[src/hw/static_bank_pkg.sv]
`default_nettype none
package static_bank_pkg;
	// Register map
	localparam logic [31:0] FLASH_CTRL_ADDR = 32'h1301_0050;
	localparam logic [31:0] BANK_CTRL_BASE = 32'h1301_0010;
	localparam logic [31:0] FLASH_CTRL_RESET = 32'h0000_0000;
	localparam logic [31:0] BANK_CTRL_RESET = 32'h0000_0000;
	localparam logic [31:0] BANK_CTRL_MASK = 32'h000f_ffcf;
	localparam int FLASH_CTRL_BITS = 8;
	localparam int BOOT_BANK = 0;
	// Bank control fields
	localparam int MEM_TYPE_BIT = 0;
	localparam int BURST_LEN_LSB = 1;
	localparam int BYTE_CTL_BIT = 3;
	localparam int BUS_WIDTH_LSB = 6;
	localparam int SETUP_LSB = 8;
	localparam int HOLD_LSB = 10;
	localparam int ACCESS_LSB = 12;
	localparam int PITCH_LSB = 16;
	// Bus width codes
	localparam logic [1:0] WIDTH_8 = 2'h0;
	localparam logic [1:0] WIDTH_16 = 2'h1;
	localparam logic [1:0] WIDTH_32 = 2'h2;
	localparam logic [5:0] BURST_BASE_BEATS = 6'h04;

	typedef enum logic {
		MEM_NORMAL = 1'b0,
		MEM_BURST_ROM = 1'b1
	} mem_kind_type;

	typedef enum logic [1:0] {
		ST_IDLE = 2'b00,
		ST_SETUP = 2'b01,
		ST_STROBE = 2'b11,
		ST_HOLD = 2'b10
	} cycle_state_type;

	typedef struct packed {
		logic [3:0] pitch;
		logic [3:0] access;
		logic [1:0] hold;
		logic [1:0] setup;
		logic [1:0] bus_width_field;
		logic byte_control_mode;
		logic [1:0] burst_length_field;
		mem_kind_type memory_type_select;
	} bank_cfg_type;

	typedef struct packed {
		logic [1:0] bank;
		logic write;
		logic [25:0] addr;
		logic [31:0] wdata;
		logic [3:0] be;
	} mem_req_type;
endpackage
`default_nettype wire

[src/hw/static_bank_bus_cycle_engine.sv]
// The implementer's own choice: the APB slave port.
`default_nettype none
module static_bank_bus_cycle_engine
	import static_bank_pkg::*;
(
	// Clock and reset
	input wire logic pclk,
	input wire logic presetn,
	// APB register port
	input wire logic psel,
	input wire logic penable,
	input wire logic pwrite,
	input wire logic [31:0] paddr,
	input wire logic [31:0] pwdata,
	output logic [31:0] prdata,
	output logic pready,
	output logic pslverr,
	// System bus request
	input wire logic req_valid,
	input wire mem_req_type req,
	output logic req_ready,
	// System bus answer
	output logic rsp_valid,
	output logic rsp_last,
	output logic [31:0] rsp_rdata,
	// Memory pins
	output logic [25:0] mem_addr,
	output logic [31:0] mem_data_out,
	output logic mem_data_oe,
	input wire logic [31:0] mem_data_in,
	output logic [3:0] bank_select_n,
	output logic [3:0] flash_chip_enable_n,
	output logic read_n,
	output logic write_n,
	output logic [3:0] byte_we_n,
	input wire logic wait_n,
	// Boot strap
	input wire logic boot_from_nand
);
	bank_cfg_type [3:0] bank_cfg;
	logic [3:0] flash_ce_force;
	logic [3:0] flash_bank_enable;
	cycle_state_type state_r;
	cycle_state_type state_nxt;
	mem_req_type cur_r;
	bank_cfg_type cfg_r;
	bank_cfg_type new_cfg;
	logic [4:0] cnt_r;
	logic [5:0] beats_r;
	logic first_r;
	logic [25:0] mem_addr_r;
	logic [31:0] wdata_r;
	logic oe_r;
	logic [31:0] rdata_r;
	logic rsp_valid_r;
	logic rsp_last_r;
	logic [5:0] beat_len_r;
	logic is_burst;
	logic byte_ctl;
	logic [3:0] beat_waits;
	logic beat_end;
	logic burst_more;
	logic fin;
	logic chain;
	logic take;
	logic cs_on;
	logic strobe_on;
	logic [25:0] step;

	bank_config_regs u_regs (
		.pclk(pclk),
		.presetn(presetn),
		.psel(psel),
		.penable(penable),
		.pwrite(pwrite),
		.paddr(paddr),
		.pwdata(pwdata),
		.prdata(prdata),
		.pready(pready),
		.pslverr(pslverr),
		.boot_from_nand(boot_from_nand),
		.bank_cfg(bank_cfg),
		.flash_ce_force(flash_ce_force),
		.flash_bank_enable(flash_bank_enable)
	);

	// Strobe length: waits plus inherent cycles (read 1, write 2)
	function automatic logic [4:0] strobe_load(bank_cfg_type c, logic wr);
		logic [3:0] w;
		w = (c.memory_type_select == MEM_BURST_ROM) ? c.access
			: c.pitch;
		if (wr)
			return {1'b0, w} + 5'h01;
		return {1'b0, c.access};
	endfunction

	assign new_cfg = bank_cfg[req.bank];
	assign is_burst = cfg_r.memory_type_select == MEM_BURST_ROM;
	assign byte_ctl = cfg_r.byte_control_mode && !is_burst;
	assign cs_on = state_r != ST_IDLE;
	assign strobe_on = state_r == ST_STROBE;

	// Later burst beats are paced by pitch, the first by access
	assign beat_waits = (!cur_r.write && !first_r) ? cfg_r.pitch
		: (cur_r.write && !is_burst) ? cfg_r.pitch : cfg_r.access;
	// Wait pin only honoured when waits are programmed
	assign beat_end = strobe_on && cnt_r == 5'h00
		&& !(beat_waits != 4'h0 && !wait_n);
	assign burst_more = is_burst && !cur_r.write
		&& beats_r != 6'h00;
	assign fin = beat_end && !burst_more;
	// Chaining needs zero hold; the strobe stays up if the next setup is zero
	assign chain = fin && cfg_r.hold == 2'h0 && req_valid;
	assign req_ready = state_r == ST_IDLE || chain;
	assign take = req_valid && req_ready;

	// Reserved width code steps like 8-bit
	always_comb
	begin
		unique case (cfg_r.bus_width_field)
			WIDTH_16: step = 26'd2;
			WIDTH_32: step = 26'd4;
			default: step = 26'd1;
		endcase
	end

	always_comb
	begin
		state_nxt = state_r;
		unique case (state_r)
			ST_IDLE:
				if (take)
					state_nxt = (new_cfg.setup != 2'h0) ? ST_SETUP : ST_STROBE;
			ST_SETUP:
				if (cnt_r == 5'h00)
					state_nxt = ST_STROBE;
			ST_STROBE:
				if (take)
					state_nxt = (new_cfg.setup != 2'h0) ? ST_SETUP : ST_STROBE;
				else if (fin)
					state_nxt = (cfg_r.hold != 2'h0) ? ST_HOLD : ST_IDLE;
			ST_HOLD:
				if (cnt_r == 5'h00)
					state_nxt = ST_IDLE;
		endcase
	end

	always_ff @(posedge pclk or negedge presetn)
	begin
		if (!presetn)
			state_r <= ST_IDLE;
		else
			state_r <= state_nxt;
	end

	// Request and settings are frozen for the whole access
	always_ff @(posedge pclk or negedge presetn)
	begin
		if (!presetn)
		begin
			cur_r <= '0;
			cfg_r <= '0;
		end
		else if (take)
		begin
			cur_r <= req;
			cfg_r <= new_cfg;
		end
	end

	always_ff @(posedge pclk or negedge presetn)
	begin
		if (!presetn)
			cnt_r <= 5'h00;
		else if (take)
		begin
			if (new_cfg.setup != 2'h0)
				cnt_r <= {3'h0, new_cfg.setup} - 5'h01;
			else
				cnt_r <= strobe_load(new_cfg, req.write);
		end
		else
		begin
			unique case (state_r)
				ST_SETUP:
					if (cnt_r == 5'h00)
						cnt_r <= strobe_load(cfg_r, cur_r.write);
					else
						cnt_r <= cnt_r - 5'h01;
				ST_STROBE:
					if (beat_end && burst_more)
						cnt_r <= {1'b0, cfg_r.pitch};
					else if (beat_end)
						cnt_r <= {3'h0, cfg_r.hold} - 5'h01;
					else if (cnt_r != 5'h00)
						cnt_r <= cnt_r - 5'h01;
				ST_HOLD:
					cnt_r <= cnt_r - 5'h01;
				ST_IDLE:
					cnt_r <= 5'h00;
			endcase
		end
	end

	// Beats left in a burst read
	always_ff @(posedge pclk or negedge presetn)
	begin
		if (!presetn)
		begin
			beats_r <= 6'h00;
			first_r <= 1'b0;
		end
		else if (take)
		begin
			beats_r <= (BURST_BASE_BEATS << new_cfg.burst_length_field)
				- 6'h01;
			first_r <= 1'b1;
		end
		else if (beat_end)
		begin
			beats_r <= beats_r - 6'h01;
			first_r <= 1'b0;
		end
	end

	// Address and write data stay put through hold
	always_ff @(posedge pclk or negedge presetn)
	begin
		if (!presetn)
		begin
			mem_addr_r <= 26'h000_0000;
			wdata_r <= 32'h0000_0000;
			oe_r <= 1'b0;
		end
		else if (take)
		begin
			mem_addr_r <= req.addr;
			wdata_r <= req.wdata;
			oe_r <= req.write;
		end
		else
		begin
			if (beat_end && burst_more)
				mem_addr_r <= mem_addr_r + step;
			if (state_nxt == ST_IDLE)
				oe_r <= 1'b0;
		end
	end

	// Data taken at the last strobe cycle of each beat
	always_ff @(posedge pclk or negedge presetn)
	begin
		if (!presetn)
		begin
			rdata_r <= 32'h0000_0000;
			rsp_valid_r <= 1'b0;
			rsp_last_r <= 1'b0;
		end
		else
		begin
			rsp_valid_r <= beat_end;
			rsp_last_r <= fin;
			if (beat_end && !cur_r.write)
				rdata_r <= mem_data_in;
		end
	end

	// Strobe cycles in the current beat, for checking only
	always_ff @(posedge pclk or negedge presetn)
	begin
		if (!presetn)
			beat_len_r <= 6'h00;
		else if (state_nxt == ST_STROBE
			&& (!strobe_on || beat_end || take))
			beat_len_r <= 6'h01;
		else if (strobe_on && beat_len_r != 6'h3f)
			beat_len_r <= beat_len_r + 6'h01;
	end

	genvar g;
	generate
		for (g = 0; g < 4; g++)
		begin : g_pin
			// NAND banks use the flash enable in place of the select
			assign bank_select_n[g] = !(cs_on && cur_r.bank == 2'(g)
				&& !flash_bank_enable[g]);
			assign flash_chip_enable_n[g] = !(flash_ce_force[g]
				|| (cs_on && cur_r.bank == 2'(g)
				&& flash_bank_enable[g]));
		end
	endgenerate

	// All normal memory kinds share one strobe scheme
	assign read_n = !(strobe_on && !cur_r.write);
	assign write_n = !(strobe_on && cur_r.write);
	assign byte_we_n = byte_ctl ? ~(cur_r.be & {4{strobe_on}})
		: ~(cur_r.be & {4{strobe_on && cur_r.write}});
	assign mem_addr = mem_addr_r;
	assign mem_data_out = wdata_r;
	assign mem_data_oe = oe_r;
	assign rsp_valid = rsp_valid_r;
	assign rsp_last = rsp_last_r;
	assign rsp_rdata = rdata_r;
endmodule // static_bank_bus_cycle_engine
`default_nettype wire

[src/hw/bank_config_regs.sv]
`default_nettype none
module bank_config_regs
	import static_bank_pkg::*;
(
	// Clock and reset
	input wire logic pclk,
	input wire logic presetn,
	// APB slave
	input wire logic psel,
	input wire logic penable,
	input wire logic pwrite,
	input wire logic [31:0] paddr,
	input wire logic [31:0] pwdata,
	output logic [31:0] prdata,
	output logic pready,
	output logic pslverr,
	// Boot strap
	input wire logic boot_from_nand,
	// Configuration out
	output bank_cfg_type [3:0] bank_cfg,
	output logic [3:0] flash_ce_force,
	output logic [3:0] flash_bank_enable
);
	logic [31:0] bank_ctrl_r [4];
	logic [FLASH_CTRL_BITS-1:0] flash_ctrl_r;
	logic [31:0] prdata_r;
	logic strap_done_r;
	logic bank_hit;
	logic flash_hit;
	logic wr_en;

	assign bank_hit = paddr[31:4] == BANK_CTRL_BASE[31:4]
		&& paddr[1:0] == 2'h0;
	assign flash_hit = paddr == FLASH_CTRL_ADDR;
	assign wr_en = psel && penable && pwrite;
	assign pready = 1'b1;
	assign pslverr = psel && penable && !bank_hit && !flash_hit;
	assign prdata = prdata_r;

	genvar g;
	generate
		for (g = 0; g < 4; g++)
		begin : g_bank
			always_ff @(posedge pclk or negedge presetn)
			begin
				if (!presetn)
					bank_ctrl_r[g] <= BANK_CTRL_RESET;
				else if (wr_en && bank_hit && paddr[3:2] == 2'(g))
					bank_ctrl_r[g] <= pwdata & BANK_CTRL_MASK;
			end
			// Fields picked by position, skipping the reserved pair
			assign bank_cfg[g] = '{
				pitch: bank_ctrl_r[g][PITCH_LSB +: 4],
				access: bank_ctrl_r[g][ACCESS_LSB +: 4],
				hold: bank_ctrl_r[g][HOLD_LSB +: 2],
				setup: bank_ctrl_r[g][SETUP_LSB +: 2],
				bus_width_field: bank_ctrl_r[g][BUS_WIDTH_LSB +: 2],
				byte_control_mode: bank_ctrl_r[g][BYTE_CTL_BIT],
				burst_length_field: bank_ctrl_r[g][BURST_LEN_LSB +: 2],
				memory_type_select:
					mem_kind_type'(bank_ctrl_r[g][MEM_TYPE_BIT])
			};
			assign flash_bank_enable[g] = flash_ctrl_r[2*g];
			assign flash_ce_force[g] = flash_ctrl_r[2*g+1];
		end
	endgenerate

	// Strap is caught on the first edge after release, never by reset
	always_ff @(posedge pclk or negedge presetn)
	begin
		if (!presetn)
		begin
			flash_ctrl_r <= FLASH_CTRL_RESET[FLASH_CTRL_BITS-1:0];
			strap_done_r <= 1'b0;
		end
		else
		begin
			strap_done_r <= 1'b1;
			if (wr_en && flash_hit)
				flash_ctrl_r <= pwdata[FLASH_CTRL_BITS-1:0];
			else if (!strap_done_r)
				flash_ctrl_r[2*BOOT_BANK] <= boot_from_nand;
		end
	end

	// Read data prepared in the setup phase, so no wait state is needed
	always_ff @(posedge pclk or negedge presetn)
	begin
		if (!presetn)
			prdata_r <= 32'h0000_0000;
		else if (psel && !penable)
		begin
			if (bank_hit)
				prdata_r <= bank_ctrl_r[paddr[3:2]];
			else if (flash_hit)
				prdata_r <= {24'h00_0000, flash_ctrl_r};
			else
				prdata_r <= 32'h0000_0000;
		end
	end
endmodule // bank_config_regs
`default_nettype wire

[config.mk]
export PLATFORM = sky130hd
export DESIGN_NAME = static_bank_bus_cycle_engine
export DESIGN_NICKNAME = d
export VERILOG_FILES = /design/src/hw/static_bank_pkg.sv /design/src/hw/static_bank_bus_cycle_engine.sv /design/src/hw/bank_config_regs.sv
export SDC_FILE = /design/constraint.sdc
export NUM_CORES = 1
export LEC_CHECK = 0
export ABC_AREA = 1
export BUFFER_PORTS_ARGS = -buffer_cell sky130_fd_sc_hd__buf_2
export CAP_MARGIN = 10
export CORE_MARGIN = 3
export CORE_UTILIZATION = 48
export DETAILED_ROUTE_END_ITERATION = 6
export GPL_ROUTABILITY_DRIVEN = 0
export PLACE_DENSITY_LB_ADDON = 0.05
export SLEW_MARGIN = 20
export SYNTH_ARGS = -nofsm -noshare
export SYNTH_HDL_FRONTEND = slang
export SYNTH_SLANG_ARGS = --single-unit
[constraint.sdc]
create_clock -name pclk -period 2.82 [get_ports pclk]
set_clock_uncertainty 0.15 [all_clocks]
set_input_delay 0.423 -clock pclk [delete_from_list [all_inputs] [get_ports pclk]]
set_output_delay 0.423 -clock pclk [all_outputs]
set_load 0.01 [all_outputs]
Word level (Yosys, flattened, before mapping)
Index checks and enable logic that the tools add are counted.
- flip-flop bits (word level): 241
- output and inout port bits: 142
- logic and storage cells: 191
- add/sub/neg operators: 8
- $lt $le $gt $ge: 2
- equal/unequal tests: 15
- shifts and indexed selects: 1
- multiplexer cells: 49
- bitwise logic cells: 5
- reductions and logical operators: 84
- operators by type and width (kind ; count):
    $mux 32 ; 3
    $bmux 32 s2 ; 1
    $mux 26 ; 2
    $mux 5 ; 10
    $logic_and 1x1->1 ; 40
    $bmux 18 s2 ; 1
    $eq 32x29->1 const B ; 1
    $eq 28x25->1 const B ; 1
    $add 26x3->26 ; 1
    $logic_not 1->1 ; 23
    $mux 4 ; 5
    $pmux 5 s4 ; 1
    $mux 18 ; 1
    $eq 2x2->1 const B ; 7
    $mux 2 ; 7
    $mux 1 ; 13
    $logic_not 2->1 ; 6
    $mux 6 ; 2
    $reduce_bool 2->1 ; 6
    $sub 6x1->6 const B ; 2
    $add 4x1->5 const B ; 2
    $and 4x4->4 ; 2
    $eq 2x1->1 const B ; 4
    $mux 8 ; 1
    other kinds (16) ; 22

Logic depth before layout (Yosys ltp)
- depth in word-level cells: 18
- mapped depth: 16
- gate-level depth less buffers: 16

Cells and area by module
Synthesis repeated with hierarchy kept, for this count alone.
- cells, all modules: 1566
- area total of the unflattened synthesis: 12330.6 µm²
- modules (own cells, without submodules) (module ; times used ; cells each ; area each (µm²) ; seq. area each (µm²)):
    static_bank_bus_cycle_engine ; 1 ; 898 ; 7093.1 ; 3203.1
    bank_config_regs ; 1 ; 668 ; 5237.5 ; 2527.4

Worst setup path after synthesis
OpenSTA, ideal clock, no wires.
- path type: flip-flop to flip-flop
- from: reg cfg_r[4] (netlist name)
- to: reg mem_addr_r[20] (netlist: mem_addr[20])
- setup time: 127 ps
- data arrival time: 2546 ps
- data required time: 2543 ps
- path slack: -3 ps
- stages on the path, launching flop included: 17
- buffers on the path: 0
- period minus slack after synthesis: 2823 ps
- cell sequence: dfrtp_1 -> inv_1 -> ha_1 -> ha_1 -> inv_1 -> fa_1 -> or2_1 -> a21oi_1 -> nand3_1 -> inv_1 -> nand2_1 -> nor2_2 -> nand2_1 -> nor2_1 -> xor2_1 -> o211ai_1 -> o21ai_1
- longest elaborated chain between the ends: 5
- ends and longest elaborated chain (element ; RTL line ; source):
    from (decl) ; static_bank_bus_cycle_engine.sv:46 ; bank_cfg_type cfg_r;
    from (signal assigned) ; static_bank_bus_cycle_engine.sv:167 ; cfg_r <= new_cfg;
    $eq 2x2->1 or $eq 2x1->1 (tied branches) ; static_bank_bus_cycle_engine.sv:120 ; unique case (cfg_r.bus_width_field)
    $pmux 3 s2 (*) ; static_bank_bus_cycle_engine.sv:120 ;
    $add 26x3->26 (*) ; static_bank_bus_cycle_engine.sv:244 ; mem_addr_r <= mem_addr_r + step;
    $mux 26 (*) ; static_bank_bus_cycle_engine.sv:243 ; if (beat_end && burst_more)
    $mux 26 (*) ; static_bank_bus_cycle_engine.sv:235 ; else if (take)
    to (signal assigned) ; static_bank_bus_cycle_engine.sv:237 ; mem_addr_r <= req.addr;
    to (signal assigned) ; static_bank_bus_cycle_engine.sv:244 ;
    to (decl) ; static_bank_bus_cycle_engine.sv:51 ; logic [25:0] mem_addr_r;
Every way passes the cells marked *; elsewhere a longest branch is shown, timed or not. The select of a mux whose other input is x is not followed.
A chain may end at the register's enable or synchronous reset.

Worst setup path in the final report
- from: reg cfg_r[5] (netlist name)
- to: reg mem_addr_r[18] (netlist: mem_addr[18])
The elaborated chain is that of the path after synthesis.

==> impl_metrics.toml <==
[outcome]
status = "finished, violations left"
violations = "setup timing"

[setup_path]
reg2reg_depth = 14
r2r-end = "mem_addr[18]"
crit_path_start_kind = "register"
crit_arrival_ns = 3.10
path_class = "register to register"
cp_cell_sequence = "ha_1 > ha_2 > inv_2 > fa_2 > or2_1 > a21oi_2 > nand3_2 > inv_2 > nand2_2 > nor2_4 > nand4_1 > xnor2_1 > a21boi_1 > o21ai_1"
cpMostUsedCell = "inv_2"
endpoint_kind = "register"
worst-path-max-fanout = 3
rrSetupSlack_ns = -0.03
critical_path.top_delay_family = "adder cells"
cp.required_ns = 3.07
path_buf_inv = 2
slowest_stage = "dfrtp_1"
critical-path-max-stage-delay_ns = 0.39
r2r_start = "cfg_r[5]"

[min_path]
holdPathStages = 3
holdPathEnd = "mem_addr[21]"
hold_class = "input port to register"
holdCritStartpoint = "req[57]"

[die]
top_level_ports = 311
core_um2 = 23500
die_y_um = 161
start_util_pct = 49.1
rows = 56
die_area_um2 = 26000
die_w_um = 161

[sta]
hold_viol_final = 0
period_needed_ns = 2.85
finalMaxSlewViolations = 0
fmaxAchievable_mhz = 351
setup_viol = 2
rsz0062_at_grt = "yes"
whs_ns = 0.0270
fin_ws_ns = -0.0290
tns_ns = -0.0295
period_share_pct = 101

[clock_tree]
clkLatencyLatePin_ns = 0.53
cts-root-buf = "clkbuf_16"
cts_buffers = 26
clkSinkCount = 229
cts.path.max_buffers = 3
ctsHtreeMaxLevel = 1
clkSlewWorstSetupHoldPaths_ns = 0.06
cts_tree = "built"

[grt]
grt_use_total_pct = 26.0
grt_pass1_vias = 10900
grt_remaining_overflow = 0
grt_max_degree = 67
antenna_found_initial = 0
grt_pass1_wl_um = 55400

[placed_design]
dp_cells = 1991
hpwl_um = 23500
port_buffers = 285

[pwr]
peakVddDrop_mv = 0.479
p_per_area_nw_per_um2 = 823
cellLeakagePower_nw = 7.73

[flow_run]
maxCapViolCount = 0

[synth]
synth_area_leaders = "dfrtp_1 (50%), nand2_1 (14%), o21ai_0 (6.8%)"
async_flop_share_pct = 100
synth_largest_area_cell = "dfrtp_1"
syn_inst = 1401
ys_ff_latch = 229
yosys_warnings = 0
synth_cell_types = 58
synth_top_area_share_pct = 49.6
syn_area_um2 = 11600
synth_ff_type = "dfrtp_1"
synth-edff-count = 0
ys_seq_area_share_pct = 49.6
syn_area_per_cell_um2 = 8.25

[cells_and_area]
nFillCells = 2027
fin_cells = 2149
seq_area_um2 = 5730
multiInputGateArea_um2 = 5020
drive_above_1_share_pct = 25.2
syn2layout_area_growth_pct = 34.0
finalNetCount = 1991

[detailed_routing]
wire_per_inst_um = 16.0
routed_wl_um = 34300
vias_per_cell = 5.18
ant_nets = 0
drt_iter0_markers = 945
firstDrtPassIters = 6
drc = 0
vias = 11100
==> where the power goes <==
part / internal (mW) / total [mW] / leakage [nW] / switching (mW)
Sequential: 4.13 / 4.77 / 3.01 / 0.643
Combinational: 1.90 / 4.52 / 4.29 / 2.62
Clock: 2.11 / 3.46 / 0.432 / 1.35
==> worst register-to-register path: cells and delay by family, from the launching register on <==
| kind | cells | cell delay [ns] |
|---|---|---|
| flip-flops | 1 | 0.39 |
| XOR/XNOR | 1 | 0.17 |
| AND/OR/NAND/NOR | 5 | 0.71 |
| AO/OA/AOI/OAI | 3 | 0.41 |
| adder cells (fa/ha/maj) | 3 | 0.78 |
| buffers and inverters | 2 | 0.11 |
==> cell type report <==
| class | count | area share [%] |
|---|---|---|
| Sequential cell | 229 | 37.0 |
| Clock buffer | 36 | 4.78 |
| Tap cell | 319 | 2.58 |
| Antenna cell | 1 | 0.0162 |
| Clock inverter | 12 | 0.929 |
| Timing Repair Buffer | 438 | 18.8 |
| Multi-Input combinational cell | 971 | 32.4 |
| Inverter | 143 | 3.50 |
==> flip-flops by register name (all words and copies together), names as in the netlist <==
| register | count |
|---|---|
| beats_r | 6 |
| cfg_r | 13 |
| cnt_r | 5 |
| cur_r | 7 |
| first_r | 1 |
| is_burst | 1 |
| mem_addr | 26 |
| mem_data_oe | 1 |
| mem_data_out | 32 |
| rsp_last | 1 |
| rsp_rdata | 32 |
| rsp_valid | 1 |
| state_r | 2 |
| u_regs.bank_cfg | 72 |
| u_regs.flash_ctrl_r | 8 |
| u_regs.prdata | 20 |
| u_regs.strap_done_r | 1 |
==> kinds of logic after synthesis <==
| group | share of synthesized area (%) |
|---|---|
| compound gates | 14.2 |
| xor+xnor | 1.82 |
| fa+ha+maj | 1.47 |
| buf+inv | 7.76 |
| flops | 49.6 |
| mux | 3.40 |
| other cells | 0.0650 |
| simple gates | 21.7 |
==> worst max-delay path by stage <==
stage / from / endpoint / slack (ns) / cells after the start
2_1_floorplan: cfg_r[4] / mem_addr[20] / 0.03 / 16
4_1_cts: cfg_r[5] / mem_addr[18] / 0.004 / 14
3_5_place_dp: cfg_r[4] / mem_addr[20] / -0.14 / 16
6_report: cfg_r[5] / mem_addr[18] / -0.03 / 14
3_3_place_gp: cfg_r[4] / mem_addr[20] / -0.10 / 16
5_1_grt: cfg_r[4] / mem_addr[18] / -0.19 / 15
==> stage by stage <==
stage	power (mW)	area, um^2	worst slack, ns	utilization [%]
3_3_place_gp	8.92	13500	-0.100	57.4
5_1_grt	13.6	15500	-0.191	65.8
6_report	12.7	15500	-0.0290	65.8
2_1_floorplan	7.37	11600	0.0344	-
3_5_place_dp	9.05	13500	-0.143	57.4
4_1_cts	12.7	15400	0.00355	65.5
==> Yosys cell counts, types with 4 or more instances <==
| library cell | n |
|---|---|
| a21oi_1 | 36 |
| a221oi_1 | 7 |
| a22o_1 | 4 |
| a31oi_1 | 9 |
| buf_2 | 25 |
| buf_4 | 15 |
| clkbuf_1 | 28 |
| clkinv_1 | 5 |
| dfrtp_1 | 229 |
| ha_1 | 12 |
| inv_1 | 133 |
| inv_2 | 4 |
| mux2_1 | 5 |
| mux2_2 | 29 |
| nand2_1 | 419 |
| nand2_2 | 5 |
| nand3_1 | 47 |
| nand4_1 | 23 |
| nor2_1 | 70 |
| nor2_2 | 8 |
| nor3_1 | 10 |
| nor4_1 | 8 |
| o2111ai_1 | 5 |
| o211ai_1 | 8 |
| o21ai_0 | 158 |
| o21ai_1 | 18 |
| o221ai_1 | 6 |
| o22ai_1 | 10 |
| o41ai_1 | 4 |
| xnor2_1 | 4 |
| xor2_1 | 20 |
==> per-layer routing <==
layer,GRT usage [%],vias to the layer above,routed length [um]
met5,0,-,0
met4,8.64,0,1070
met3,3.13,77,1850
met2,44.6,374,16700
met1,34.4,5247,14700
li1,-,5430,-
==> layout by cell type (no fill, tap or decap), types with 5 or more instances in the layout <==
cell type and count:
nand2_1 417, buf_2 283, dfrtp_1 229, o21ai_0 158, inv_1 129, dlygate4sd3_1 92, nor2_1 68, buf_4 55
nand3_1 46, a21oi_1 35, mux2_2 29, clkbuf_16 27, nand4_1 23, xor2_1 20, o21ai_1 18, conb_1 14
ha_1 11, o22ai_1 10, nor3_1 9, a31oi_1 9, nor4_1 8, o211ai_1 8, a221oi_1 7, nor2_2 7
inv_2 7, nand2_2 7, buf_12 7, o221ai_1 6, clkinv_2 6, clkbuf_1 6, clkinv_1 5, o2111ai_1 5
mux2_1 5
==> what timing repair did <==
action / CTS / global route
pin swaps: 6 / 6
gates resized for setup: 9 / 10
buffers inserted: 11 / 6
endpoints found under the setup margin: 6 / 16
hold buffers: 92 / 0
endpoints found under the hold margin: 133 / 0
Note: power is estimated with default switching activity, not from simulation.
